==> config.mk <==
export PLATFORM = sky130hd
export DESIGN_NAME = fbid_decoder
export DESIGN_NICKNAME = d
export VERILOG_FILES = /design/src/fbid_pkg.sv /design/src/fbid_phase_gen.sv /design/src/fbid_decoder.sv
export VERILOG_INCLUDE_DIRS = /design/src
export SDC_FILE = /design/constraint.sdc
export NUM_CORES = 1
export LEC_CHECK = 0
export BUFFER_PORTS_ARGS = -buffer_cell sky130_fd_sc_hd__buf_4
export CAP_MARGIN = 20
export CELL_PAD_IN_SITES_DETAIL_PLACEMENT = 1
export CELL_PAD_IN_SITES_GLOBAL_PLACEMENT = 1
export CORE_ASPECT_RATIO = 1.1
export CORE_MARGIN = 2
export CORE_UTILIZATION = 40
export CTS_CLUSTER_DIAMETER = 120
export DETAILED_ROUTE_END_ITERATION = 10
export GPL_TIMING_DRIVEN = 0
export PLACE_DENSITY_LB_ADDON = 0.1
export SYNTH_ARGS = -nofsm -noshare
export SYNTH_HDL_FRONTEND = slang
export SYNTH_SLANG_ARGS = --single-unit
==> constraint.sdc <==
create_clock -name i_mclk -period 5.22 [get_ports i_mclk]
set_clock_uncertainty 0.05 [all_clocks]
set_input_delay 0.522 -clock i_mclk [delete_from_list [all_inputs] [get_ports i_mclk]]
set_output_delay 0.522 -clock i_mclk [all_outputs]
set_load 0.05 [all_outputs]
==> src/fbid_params.svh <==
// Constants of the 14-bit instruction decoder: field positions, widths, timing.
// Assumes inclusion by fbid_pkg, the decoder modules and the port timing checker only.
`ifndef FBID_PARAMS_SVH
`define FBID_PARAMS_SVH
`define FBID_IW           14
`define FBID_FA_MSB       6
`define FBID_DEST_BIT     7
`define FBID_BSEL_LSB     7
`define FBID_BSEL_MSB     9
`define FBID_BOP_LSB      10
`define FBID_BOP_MSB      11
`define FBID_BYOP_LSB     8
`define FBID_BYOP_MSB     11
`define FBID_CLS_LSB      12
`define FBID_CLS_MSB      13
`define FBID_LIT8_MSB     7
`define FBID_LIT11_MSB    10
`define FBID_PHASES       4
`define FBID_TIMER_ZERO_COUNT_ADDR    7'h01
`define FBID_PORTA_ADDR   7'h05
`define FBID_PORTB_ADDR   7'h06
`define FBID_PORTC_ADDR   7'h07
`define FBID_RST_WORD     14'h0000
`endif

==> src/fbid_pkg.sv <==
// Types of the 14-bit instruction decoder.
// Assumes fbid_params.svh is on the include path.
`include "fbid_params.svh"
package fbid_pkg;
  typedef enum logic [1:0] {
    FBID_CLS_BYTE,
    FBID_CLS_BIT,
    FBID_CLS_CTRL,
    FBID_CLS_LIT
  } fbid_class_type;
  typedef enum logic [1:0] {
    FBID_BIT_CLR,
    FBID_BIT_SET,
    FBID_BIT_TSTC,
    FBID_BIT_TSTS
  } fbid_bitop_type;
  typedef logic [`FBID_IW-1:0] fbid_word_type;
endpackage : fbid_pkg

==> src/fbid_phase_gen.sv <==
// Four-phase instruction cycle generator.
// Assumes one free-running oscillator clock and a synchronous reset.
`include "fbid_params.svh"
module fbid_phase_gen (
  // Clock and reset
  input  wire logic       i_mclk,
  input  wire logic       i_rst,
  // Phase outputs
  output logic [1:0]      o_phase,
  output logic            o_cycle_end
);
  logic [1:0] phase_q;
  // ****************************************
  // Phase counter
  // ****************************************
  always_ff @(posedge i_mclk) begin
    if (i_rst) begin
      phase_q <= 2'h0;
    end else begin
      phase_q <= phase_q + 2'h1;
    end
  end
  assign o_phase     = phase_q;
  assign o_cycle_end = (phase_q == 2'(`FBID_PHASES - 1));
endmodule : fbid_phase_gen

==> src/fbid_decoder.sv <==
// Instruction decoder and sequencer for an 8-bit core with 14-bit words.
// Assumes program memory presents i_instr stable across each instruction cycle,
// and the file space returns read data combinationally to o_fr_addr.
//
// Functional notes
// - Each 14-bit word splits into opcode and operand fields by category.
// - Byte operations: destination zero writes W, one writes the file register.
// - File address operand is seven bits, 0x00 through 0x7F.
// - Bit selector picks one bit of the 8-bit register to set, clear, test.
// - Literal is 8 bits; call and jump targets are 11 bits.
// - Each instruction cycle is exactly four oscillator periods.
// - One cycle normally; taken skips and program counter changes take two.
// - File-register instructions always read; only those with a file destination then modify and store, bit tests never store.
// - Don't-care opcode bits never change the decode.
// - Modify of an I/O register reads pin levels, not the output latch.
// - Writing the timer-zero count clears an assigned prescaler.
// - Bit operations lead with 01, then op, selector, file address.
`include "fbid_params.svh"
module fbid_decoder #(
  parameter int PCW = 13
) (
  // Clock and reset
  input  wire logic                   i_mclk,
  input  wire logic                   i_rst,
  // Program memory
  input  wire fbid_pkg::fbid_word_type i_instr,
  output logic [PCW-1:0]              o_program_counter,
  // File register space
  output logic [`FBID_FA_MSB:0]       o_fr_addr,
  input  wire logic [7:0]             i_fr_rdata,
  input  wire logic [7:0]             i_pin_rdata,
  output logic                        o_fr_rd,
  output logic [7:0]                  o_fr_wdata,
  output logic                        o_fr_we,
  // Timer zero
  input  wire logic                   i_psa_to_timer,
  output logic                        o_prescaler_clr,
  // Core state
  output logic [7:0]                  o_w,
  output logic                        o_zero,
  output logic                        o_carry,
  output logic                        o_flush
);
  import fbid_pkg::*;
  logic [1:0]           phase;
  logic                 cyc_end;
  fbid_class_type       cls;
  logic [3:0]           byop;
  fbid_bitop_type       bop;
  logic [2:0]           bsel;
  logic                 dest;
  logic [6:0]           fa;
  logic [7:0]           lit8;
  logic [10:0]          lit11;
  logic [7:0]           rd_val;
  logic [7:0]           res;
  logic [8:0]           sum;
  logic                 to_file;
  logic                 to_w;
  logic                 skip;
  logic                 jump;
  logic                 zflag;
  logic                 wr_c;
  logic                 cval;
  logic [PCW-1:0]       pc_q;
  logic [PCW-1:0]       stk_q;
  logic [7:0]           w_q;
  logic                 z_q;
  logic                 c_q;
  logic                 flush_q;
  logic [7:0]           pin_s1_q, pin_s2_q, pin_s3_q, pin_q;
  logic [6:0]           addr_q;
  logic                 rd_q_en;
  logic [7:0]           wdata_q;
  logic                 we_q;
  logic                 psc_q;
  function automatic logic is_io(input logic [6:0] a);
    return (a == `FBID_PORTA_ADDR) || (a == `FBID_PORTB_ADDR) || (a == `FBID_PORTC_ADDR);
  endfunction : is_io
  fbid_phase_gen u_phase (
    .i_mclk      (i_mclk),
    .i_rst       (i_rst),
    .o_phase     (phase),
    .o_cycle_end (cyc_end)
  );
  // ****************************************
  // Field split
  // ****************************************
  assign cls   = fbid_class_type'(i_instr[`FBID_CLS_MSB:`FBID_CLS_LSB]);
  assign byop  = i_instr[`FBID_BYOP_MSB:`FBID_BYOP_LSB];
  assign bop   = fbid_bitop_type'(i_instr[`FBID_BOP_MSB:`FBID_BOP_LSB]);
  assign bsel  = i_instr[`FBID_BSEL_MSB:`FBID_BSEL_LSB];
  assign dest  = i_instr[`FBID_DEST_BIT];
  assign fa    = i_instr[`FBID_FA_MSB:0];
  assign lit8  = i_instr[`FBID_LIT8_MSB:0];
  assign lit11 = i_instr[`FBID_LIT11_MSB:0];
  always_ff @(posedge i_mclk) begin
    pin_s1_q <= i_pin_rdata;
    pin_s2_q <= pin_s1_q;
    pin_s3_q <= pin_s2_q;
    pin_q    <= (pin_s2_q & pin_s3_q) | (pin_q & (pin_s2_q ^ pin_s3_q));
  end
  assign rd_val = is_io(fa) ? pin_q : i_fr_rdata;
  // ****************************************
  // Execute decode
  // ****************************************
  always_comb begin
    res     = rd_val;
    sum     = 9'h000;
    to_file = 1'b0;
    to_w    = 1'b0;
    skip    = 1'b0;
    jump    = 1'b0;
    zflag   = 1'b0;
    wr_c    = 1'b0;
    cval    = c_q;
    unique case (cls)
      FBID_CLS_BYTE: begin
        to_file = dest;
        to_w    = ~dest;
        zflag   = 1'b1;
        unique case (byop)
          4'h0: begin
            res = dest ? w_q : 8'h00;
            to_w = 1'b0;
            zflag = 1'b0;
          end
          4'h1: res = 8'h00;
          4'h2: begin
            sum = {1'b0, rd_val} + {1'b0, ~w_q} + 9'h001;
            res = sum[7:0];
            wr_c = 1'b1;
            cval = sum[8];
          end
          4'h3: res = rd_val - 8'h01;
          4'h4: res = rd_val | w_q;
          4'h5: res = rd_val & w_q;
          4'h6: res = rd_val ^ w_q;
          4'h7: begin
            sum = {1'b0, rd_val} + {1'b0, w_q};
            res = sum[7:0];
            wr_c = 1'b1;
            cval = sum[8];
          end
          4'h8: res = rd_val;
          4'h9: res = ~rd_val;
          4'hA: res = rd_val + 8'h01;
          4'hB: begin
            res = rd_val - 8'h01;
            skip = (res == 8'h00);
            zflag = 1'b0;
          end
          4'hC: begin
            res = {c_q, rd_val[7:1]};
            wr_c = 1'b1;
            cval = rd_val[0];
            zflag = 1'b0;
          end
          4'hD: begin
            res = {rd_val[6:0], c_q};
            wr_c = 1'b1;
            cval = rd_val[7];
            zflag = 1'b0;
          end
          4'hE: begin
            res = {rd_val[3:0], rd_val[7:4]};
            zflag = 1'b0;
          end
          4'hF: begin
            res = rd_val + 8'h01;
            skip = (res == 8'h00);
            zflag = 1'b0;
          end
        endcase
      end
      FBID_CLS_BIT: begin
        unique case (bop)
          FBID_BIT_CLR: begin
            res = rd_val & ~(8'h01 << bsel);
            to_file = 1'b1;
          end
          FBID_BIT_SET: begin
            res = rd_val | (8'h01 << bsel);
            to_file = 1'b1;
          end
          FBID_BIT_TSTC: skip = ~rd_val[bsel];
          FBID_BIT_TSTS: skip = rd_val[bsel];
        endcase
      end
      FBID_CLS_CTRL: jump = 1'b1;
      FBID_CLS_LIT: begin
        to_w = 1'b1;
        zflag = 1'b1;
        casez (i_instr[11:8])
          4'b00??: begin
            res = lit8;
            zflag = 1'b0;
          end
          4'b01??: begin
            res = lit8;
            zflag = 1'b0;
            jump = 1'b1;
          end
          4'b1000: res = lit8 | w_q;
          4'b1001: res = lit8 & w_q;
          4'b1010: res = lit8 ^ w_q;
          4'b110?: begin
            sum = {1'b0, lit8} + {1'b0, ~w_q} + 9'h001;
            res = sum[7:0];
            wr_c = 1'b1;
            cval = sum[8];
          end
          4'b111?: begin
            sum = {1'b0, lit8} + {1'b0, w_q};
            res = sum[7:0];
            wr_c = 1'b1;
            cval = sum[8];
          end
          default: begin
            res = w_q;
            to_w = 1'b0;
            zflag = 1'b0;
          end
        endcase
      end
    endcase
    if (cls == FBID_CLS_BYTE && byop == 4'h0 && !dest && i_instr[3:1] == 3'b100) begin
      jump = 1'b1;
    end
  end
  // ****************************************
  // Read-modify-write to file space
  // ****************************************
  always_ff @(posedge i_mclk) begin
    if (i_rst) begin
      addr_q  <= 7'h00;
      rd_q_en <= 1'b0;
      wdata_q <= 8'h00;
      we_q    <= 1'b0;
      psc_q   <= 1'b0;
    end else begin
      addr_q  <= fa;
      rd_q_en <= (phase == 2'h0) && (cls != FBID_CLS_CTRL) && (cls != FBID_CLS_LIT);
      wdata_q <= res;
      we_q    <= (phase == 2'h2) && to_file && !flush_q;
      psc_q   <= (phase == 2'h2) && to_file && !flush_q && (fa == `FBID_TIMER_ZERO_COUNT_ADDR)
                 && i_psa_to_timer;
    end
  end
  // ****************************************
  // Working register, flags, sequencing
  // ****************************************
  always_ff @(posedge i_mclk) begin
    if (i_rst) begin
      w_q     <= 8'h00;
      z_q     <= 1'b0;
      c_q     <= 1'b0;
      pc_q    <= '0;
      stk_q   <= '0;
      flush_q <= 1'b0;
    end else if (cyc_end) begin
      if (flush_q) begin
        flush_q <= 1'b0;
        pc_q    <= pc_q + 1'b1;
      end else begin
        if (to_w) begin
          w_q <= res;
        end
        if (zflag) begin
          z_q <= (res == 8'h00);
        end
        if (wr_c) begin
          c_q <= cval;
        end
        flush_q <= skip || jump;
        if (cls == FBID_CLS_CTRL) begin
          if (!i_instr[11]) begin
            stk_q <= pc_q + 1'b1;
          end
          pc_q <= PCW'(lit11) - 1'b1;
        end else if (jump) begin
          pc_q <= stk_q - 1'b1;
        end else begin
          pc_q <= pc_q + 1'b1;
        end
      end
    end
  end
  assign o_program_counter = pc_q;
  assign o_fr_addr         = addr_q;
  assign o_fr_rd           = rd_q_en;
  assign o_fr_wdata        = wdata_q;
  assign o_fr_we           = we_q;
  assign o_prescaler_clr   = psc_q;
  assign o_w               = w_q;
  assign o_zero            = z_q;
  assign o_carry           = c_q;
  assign o_flush           = flush_q;
endmodule : fbid_decoder

==> results of run 1 <==
==> cell usage after synthesis, types with 16 or more instances <==
| master | n |
|---|---|
| nor2_1 | 96 |
| dfxtp_1 | 89 |
| ha_1 | 73 |
| nand2_1 | 68 |
| a21oi_1 | 65 |
| clkbuf_1 | 52 |
| inv_1 | 51 |
| o21ai_0 | 49 |
| nor3_1 | 33 |
| xnor2_1 | 30 |
| nand3_1 | 28 |
| a211oi_1 | 20 |
| a31oi_1 | 17 |
| nand2b_1 | 17 |
| a21o_1 | 16 |
==> metal layers <==
metal	global-route usage, %	vias up	share of wire [%]
met3	5.29	118	7.3
met5	0	-	0
met2	50.1	398	43
met4	18.4	0	6.2
met1	42.9	4132	43
li1	-	3891	-
==> critical path: stages <==
cell and delay (ns):
buf_4 0.18, inv_1 0.26, ha_1 0.36, o31a_1 0.34
nand3_1 0.16, nand2_1 0.12, clkbuf_2 0.37, ha_1 0.25
inv_1 0.09, fa_1 0.49, mux2i_1 0.07, nand3_1 0.10
o311ai_0 0.17, a221oi_1 0.36, a311oi_1 0.19, nor3_2 0.45
nor4bb_1 0.37, and4_1 0.24, a31o_1 0.15
==> flip-flops by register name, indices dropped and copies added (netlist names), 7 cells and up <==
register,count
o_program_counter,13
stk_q,13
pin_s1_q,8
pin_s2_q,8
pin_q,8
pin_s3_q,8
o_fr_addr,7
o_w,8
o_fr_wdata,8
==> through the flow <==
step / hold WS (ns) / utilization (%) / setup TNS, ns / instances / setup slack, ns
2_1_floorplan: 0.260 / - / 0 / 1002 / 0.814
3_3_place_gp: 0.261 / 45.3 / -2.05 / 1323 / -0.543
3_5_place_dp: 0.263 / 45.3 / -2.26 / 1323 / -0.614
4_1_cts: 0.216 / 47.0 / 0 / 1339 / 0.0625
5_1_grt: 0.207 / 47.1 / 0 / 1341 / 0.0665
6_report: 0.226 / 47.1 / 0 / 1341 / 0.193
==> kinds of logic (layout without fill, tap and decap cells) <==
| kind of cell | count (synthesis) | in the layout | share of synthesized area [%] |
|---|---|---|---|
| fa+ha+maj | 77 | 77 | 12.7 |
| simple gates | 338 | 338 | 22.3 |
| mux | 17 | 17 | 2.57 |
| xor+xnor | 42 | 42 | 4.70 |
| compound gates | 318 | 318 | 28.7 |
| flops | 89 | 89 | 22.8 |
| buf+inv | 121 | 213 | 6.24 |
==> final timing paths <==
check	start	depth (start not counted)	endpoint	slack (ns)
setup reg to reg	o_w[2]$_SDFFE_PP0P_	11	o_zero$_SDFFE_PP0P_	1.06
setup / recovery	i_instr[1]	19	o_zero$_SDFFE_PP0P_	0.19
hold / removal	i_pin_rdata[2]	1	pin_s1_q[2]$_DFF_P_	0.23
hold reg to reg	pin_s1_q[3]$_DFF_P_	0	pin_s2_q[3]$_DFF_P_	0.28
==> power by group <==
group          leakage [nW]  internal [mW]  switching [mW]
Sequential            0.734          0.712          0.0214
Clock                 0.150          0.341           0.309
Combinational          2.65          0.186           0.381
==> area by class of cell <==
cell class | count | area (um^2)
inverters | 56 | 210
well taps | 247 | 309
clock inverters | 7 | 81.3
repair buffers | 76 | 571
clock buffers | 9 | 225
plain buffers | 65 | 282
flip-flops and latches | 89 | 1780
fillers | 2397 | 10100
multi-input cells | 792 | 5580
==> timing repair <==
item / in CTS / in global routing
setup endpoints to repair: 3 / 6
setup buffers: 0 / 2
gates resized for setup: 2 / 6
pin swaps: 0 / 1
==> placed cells by master, fill, tap and decap left out, types with 28 or more instances in the layout <==
cell / synthesis / routed
nor2_1: 96 / 96
dfxtp_1: 89 / 89
buf_4: 1 / 77
ha_1: 73 / 73
nand2_1: 68 / 68
a21oi_1: 65 / 65
inv_1: 51 / 51
clkbuf_1: 52 / 51
o21ai_0: 49 / 49
nor3_1: 33 / 32
xnor2_1: 30 / 30
nand3_1: 28 / 28
==> flow_summary.ini, run 1 <==
[run_status]
status = finished clean

[die]
num_io_pins = 75
die_h_um = 151
initial_core_util_pct = 40.8
fp-row-count = 53
die_width_um = 137
dieArea_um2 = 20700
coreArea_um2 = 19200

[logic_synthesis]
synth-seq-cells = 89
synthArstFlopShare_pct = 0
yosysTopAreaCellShare_pct = 22.8
synth_flop_cell = dfxtp_1
syn_area_um2 = 7830
netlist_top_cells_area = dfxtp_1, ha_1, nor2_1, a21oi_1, xnor2_1
synth-seq-area-share_pct = 22.8
avgSynthCellArea_um2 = 7.81
synth_nets = 1112
yosysUniqueCellTypes = 89
yosysTopAreaCell = dfxtp_1
synth_edf_count = 0
yosysWarnings = 0
synthCells = 1002

[cells_and_area]
syn_to_final_growth_pct = 15.5
diodes = 0
final_area_um2 = 9030
drive_gt1_share_pct = 12.8
layout.nets = 1199

[worst_hold_path]
min_path_type = in2reg

[timing]
setup_viol = 0
worst_pin_slew_ns = 1.01
relSlewSlack_pct = 32.5
rsz0062_at_grt = no
hold_violations = 0
min_period_ns = 5.03
clock.fmax_mhz = 199
period_share_pct = 96.3
slew_violations = 0

[clock_network]
cts_made_buffers = 9
cts_max_path_buffers = 2
clock-sinks = 89
ctsHtreeMaxLevel = 3
insertion_delay_ns = 0.34
clk_pin_slew_ns = 0.07
cts-root-buf = clkbuf_16
postCtsHoldBufs = 0
cts_tree = yes

[drt]
drc = 0
drt_iter0_drc = 777
drt-vias-per-instance = 6.37
post_drt_wl_per_cell_um = 24.9
final_antenna_net_count = 0
wirelength_um = 33400
via_count = 8539
drtPass1Iterations = 5

[power]
peakVddDrop_v = 0.000222
total_power_mw = 1.95
power_density_nw_per_um2 = 216
p_leak_nw = 3.54

[global_routing]
antenna_found_initial = 0
grt_max_degree = 20
track_usage_pct = 32.5
overflow = 0
grt_pass1_wl_um = 50700
first_global_vias = 8547

[worst_setup_path]
cp_max_fo = 13
worstSetupEndpointType = register
critPathRequiredTime_ns = 5.46
critical_path.startpoint_type = input pin
criticalPathCategory = in2reg
cp.arrival_ns = 5.26

[flow_run]
maxCapViolCount = 0

[placement]
dpl.hpwl_um = 25700
place_area_um2 = 8690
port_buffers = 74
gp_congestion = 0.987
No activity file was read; power rests on OpenSTA's default activity.
==> run 2: changes to the inputs <==
CELL_PAD_IN_SITES_DETAIL_PLACEMENT = unset   (was 1)
CELL_PAD_IN_SITES_GLOBAL_PLACEMENT = unset   (was 1)
CTS_CLUSTER_DIAMETER = unset   (was 120)
PLACE_DENSITY_LB_ADDON = unset   (was 0.1)
==> run 2 against run 1 <==
  * Wire length decreased by 5.7%
  * Non-clock buffer count is 2 higher
  * Register-to-register slack worse by 0.11 ns
  * Setup slack worse by 0.087 ns
  * Sequential share of layout area about the same
  * Largest cell class unchanged
  * Largest power group unchanged
==> flow_summary.ini, run 2 (synthesized netlist as in run 1, its figures left out) <==
[timing]
rsz0062_at_grt = no
worst_pin_slew_ns = 1.28
hold_violations = 0
period_share_pct = 98.0
min_period_ns = 5.11
clock.fmax_mhz = 196
relSlewSlack_pct = 14.4
slew_violations = 0
holdWs_ns = 0.206
worst_slack_ns = 0.106
setup_viol = 0

[global_routing]
overflow = 0
track_usage_pct = 30.9
first_global_vias = 8081
antenna_found_initial = 0
grt_max_degree = 19
grt_pass1_wl_um = 47900

[clock_network]
cts-root-buf = clkbuf_16
cts_tree = yes
cts_max_path_buffers = 2
clock-sinks = 89
clk_pin_slew_ns = 0.07
ctsHtreeMaxLevel = 3
insertion_delay_ns = 0.36
cts_made_buffers = 9

[placement]
port_buffers = 74
pre_cts_ws_ns = -0.450
place_area_um2 = 8690
dpl.hpwl_um = 24000
gp_congestion = 1.03
dp_cells = 1323

[worst_setup_path]
critical_path.startpoint_type = input pin
cp_max_fo = 12
criticalPathCategory = in2reg
cp.arrival_ns = 5.37
critPathRequiredTime_ns = 5.48
crit_chain = buf_4 -> nor4_2 -> buf_4 -> and3_1 -> nor2_8 -> inv_2 -> buf_6 -> ha_1 -> nor2_1 -> a2111oi_2 -> o21ai_0 -> nand3b_1 -> o2111ai_1 -> or4_1 -> a211oi_2 -> and4_1 -> a31o_1
crit_family = simple AND/OR/NAND/NOR gates
worstSetupEndpointType = register
cpPeakStageDelay_ns = 0.62
crit_path_frequent_cell = buf_4
r2r_slack_ns = 0.95
slowest_stage = or4_1
path_buf_inv = 4

[die]
num_io_pins = 75
die_width_um = 137
fp-row-count = 53
die_h_um = 151
initial_core_util_pct = 40.8
dieArea_um2 = 20700
coreArea_um2 = 19200

[worst_hold_path]
min_path_type = in2reg

[drt]
final_antenna_net_count = 0
drc = 0
drtPass1Iterations = 6
via_count = 8438
wirelength_um = 31500
drt-vias-per-instance = 6.28
drt_iter0_drc = 1081
post_drt_wl_per_cell_um = 23.5

[cells_and_area]
layout.nets = 1201
final_common_cell = nor2_1
diodes = 0
layout_common_cells = nor2_1, dfxtp_1, buf_4, ha_1, nand2_1
instances_no_fill = 1343
drive_gt1_share_pct = 12.7
final_area_um2 = 9050
syn_to_final_growth_pct = 15.6

[run_status]
status = finished clean

[power]
peakVddDrop_v = 0.000202
power_density_nw_per_um2 = 221
p_leak_nw = 3.55
total_power_mw = 2.00

[flow_run]
maxCapViolCount = 0
[run 2: cell count changes in the layout (fill, tap and decap cells not counted)]
cell,previous run,this run
buf_2,5,6
clkinv_4,2,1
nor3_1,32,33
clkbuf_4,1,0
clkinv_8,2,1
and3_2,1,0
o41ai_2,1,0
o41ai_1,1,2
buf_4,77,79
inv_6,1,2
and3_1,12,13
nor3_2,2,1
bufinv_16,0,1
[run 2: stage by stage]
step / setup TNS [ns] / utilization (%)
after floorplan: 0 / -
after global placement: -1.40 / 45.3
after detailed placement: -1.39 / 45.3
after CTS: 0 / 47.0
after global routing: 0 / 47.2
final: 0 / 47.2
[run 2: path summary, 6_finish.rpt]
path,start,depth (start not counted),endpoint
worst min-delay path,i_pin_rdata[1],1,pin_s1_q[1]$_DFF_P_
worst min register to register,pin_s1_q[1]$_DFF_P_,0,pin_s2_q[1]$_DFF_P_
worst max-delay path,i_instr[3],17,o_zero$_SDFFE_PP0P_
worst max register to register,pin_q[2]$_DFF_P_,14,o_zero$_SDFFE_PP0P_
[run 2: power by group]
group | total [mW] | internal (mW) | switching (mW)
combinational | 0.557 | 0.185 | 0.372
clock | 0.707 | 0.386 | 0.321
sequential | 0.731 | 0.712 | 0.0194
total | 2.00 | 1.28 | 0.712
[run 2: what timing repair did]
item,CTS,global route
hold endpoints to repair,0,0
resized for setup,2,3
pin swaps,0,1
hold buffers,0,0
endpoints found under the setup margin,1,4
buffers inserted,0,4
[run 2: final cells by class]
cell class	instances	area, um^2
multi-input combinational	792	5560
timing repair buffer	78	586
tap	247	309
fill	1952	10100
inverter	56	210
clock buffer	9	225
clock inverter	7	95.1
sequential	89	1780
buffer	65	279
[run 2: routing by layer]
metal / up-vias / GRT usage, % / share of wire, %
met5: - / 0 / 0
met4: 0 / 15.6 / 5.5
met3: 128 / 5.79 / 9.0
met2: 485 / 50.4 / 45
met1: 3934 / 38.8 / 40
li1: 3891 / - / -
==> run 3: changes to the inputs <==
BUFFER_PORTS_ARGS = -buffer_cell sky130_fd_sc_hd__buf_2   (was -buffer_cell sky130_fd_sc_hd__buf_4)
CORE_MARGIN = 4   (was 2)
==> run 3 against run 2 <==
  * Critical path depth decreased by 1
  * Worst hold slack got worse by 0.00051 ns
  * Final area shrank 1.9%
  * Sequential power barely moved
  * Non-clock buffer count did not move
  * Clock power about the same
  * Setup slack improved by 0.013 ns
  * Register-to-register slack improved by 0.14 ns
  * Wire length down 2.0%
  * Combinational power is 3% lower
  * Power shrank 0.91%
  * Critical endpoint unchanged
  * Largest power group unchanged
  * Highest routed layer unchanged
==> flow_summary.ini, run 3 (synthesized netlist as in run 1, its figures left out) <==
[timing]
rsz0062_at_grt = no
worst_slack_ns = 0.119
relSlewSlack_pct = 28.7
clock.fmax_mhz = 196
slew_violations = 0
min_period_ns = 5.10
setup_viol = 0
period_share_pct = 97.7
worst_pin_slew_ns = 1.05
hold_violations = 0

[worst_setup_path]
worstSetupEndpointType = register
crit_chain = buf_2 -> nor4_2 -> buf_4 -> nand3_1 -> nand2_1 -> buf_2 -> ha_1 -> clkbuf_1 -> and2_1 -> a31o_2 -> o311ai_1 -> and3_1 -> o21ai_0 -> a31oi_1 -> o21ai_0 -> a31o_1
path_buf_inv = 4
cp_max_fo = 11
rr_endpoint = o_zero$_SDFFE_PP0P_
critical_path.startpoint_type = input pin
r2r_cells = 13
cpPeakStageDelay_ns = 0.62
criticalPathCategory = in2reg
critPathRequiredTime_ns = 5.43
r2r_slack_ns = 1.09
slowest_stage = nor4_2
crit_family = compound AO/OA/AOI/OAI gates
cp.arrival_ns = 5.31
r2r-start = pin_q[3]$_DFF_P_
startpoint = i_instr[3]

[drt]
via_count = 8422
wl_met2_um = 14000
wl_met1_um = 12000
wirelength_um = 30900
drc = 0
drt-vias-per-instance = 6.27
drtPass1Iterations = 8
dr_wl_met3_um = 2830
final_antenna_net_count = 0
post_drt_wl_per_cell_um = 23.0
drt_iter0_drc = 899
top_layer = met4

[flow_run]
maxCapViolCount = 0

[worst_hold_path]
hold_path.startpoint = i_pin_rdata[2]
min_to = pin_s1_q[2]$_DFF_P_
min_path_type = in2reg
hold_path_depth = 1

[cells_and_area]
drive_gt1_share_pct = 12.8
final_area_um2 = 8880
final_common_cell = nor2_1
diodes = 0
syn_to_final_growth_pct = 13.4
final_core_util_pct = 46.3
instances_no_fill = 1343
layout_common_cells = nor2_1, dfxtp_1, buf_2, ha_1, nand2_1
layout.nets = 1201

[placement]
pre_cts_ws_ns = -0.582
dp_cells = 1323
dpl.hpwl_um = 23700
place_area_um2 = 8500
gp_congestion = 1.05
port_buffers = 74

[die]
initial_core_util_pct = 40.8
die_h_um = 155
num_io_pins = 75
coreArea_um2 = 19200
die_width_um = 141
fp-row-count = 53
dieArea_um2 = 21900

[clock_network]
clk_pin_slew_ns = 0.07
cts_tree = yes
cts_made_buffers = 9
cts_max_path_buffers = 2
clock-sinks = 89
cts-root-buf = clkbuf_16
insertion_delay_ns = 0.36
ctsHtreeMaxLevel = 3

[power]
total_power_mw = 1.98
power_density_nw_per_um2 = 223
peakVddDrop_v = 0.000160
p_leak_nw = 3.53

[global_routing]
grt_pass1_wl_um = 47100
overflow = 0
first_global_vias = 8087
grt_max_degree = 19
antenna_found_initial = 0
track_usage_pct = 27.7

[run_status]
status = finished clean
-- run 3: cell count changes in the layout (fill, tap and decap cells not counted) --
cell      change
buf_12        +1
o41ai_2       +1
buf_4        -75
o41ai_1       -1
inv_8         +1
buf_2        +74
clkinv_8      -1
-- run 3: metrics by stage --
step	hold slack, ns	setup TNS [ns]
after detailed placement	0.262	-2.30
after global placement	0.260	-2.33
after global routing	0.197	0
final	0.206	0
after CTS	0.199	0
after floorplan	0.260	0
-- run 3: how the worst max path moves through the flow --
stage	endpoint	slack (ns)	cells after the start
6_report	o_zero$_SDFFE_PP0P_	0.12	16
5_1_grt	o_zero$_SDFFE_PP0P_	0.01	17
4_1_cts	o_zero$_SDFFE_PP0P_	0.008	17
3_5_place_dp	o_zero$_SDFFE_PP0P_	-0.58	17
3_3_place_gp	o_zero$_SDFFE_PP0P_	-0.56	17
2_1_floorplan	o_zero$_SDFFE_PP0P_	0.81	15
-- run 3: cell type report --
cell class / count / area, um^2
Timing Repair Buffer: 78 / 413
Buffer: 65 / 279
Inverter: 56 / 210
Clock buffer: 9 / 225
Clock inverter: 7 / 90.1
Multi-Input combinational cell: 792 / 5570
Tap cell: 247 / 309
Sequential cell: 89 / 1780
Fill cell: 1985 / 10300
-- run 3: per-layer routing --
metal  vias up  GRT usage (%)
li1       3896              -
met1      3885           34.7
met2       511           43.7
met3       130           5.29
met4         0           17.3
met5         -              0
-- run 3: repair_timing --
action,4_1_cts,5_1_grt
buffers inserted,0,4
setup endpoints to repair,3,7
pin swaps,0,1
hold buffers,0,0
gates resized for setup,3,2
-- run 3: power by group --
part           switching (mW)  internal (mW)  leakage (nW)
clock                   0.319          0.386         0.156
combinational           0.369          0.173          2.64
sequential             0.0184          0.712         0.734
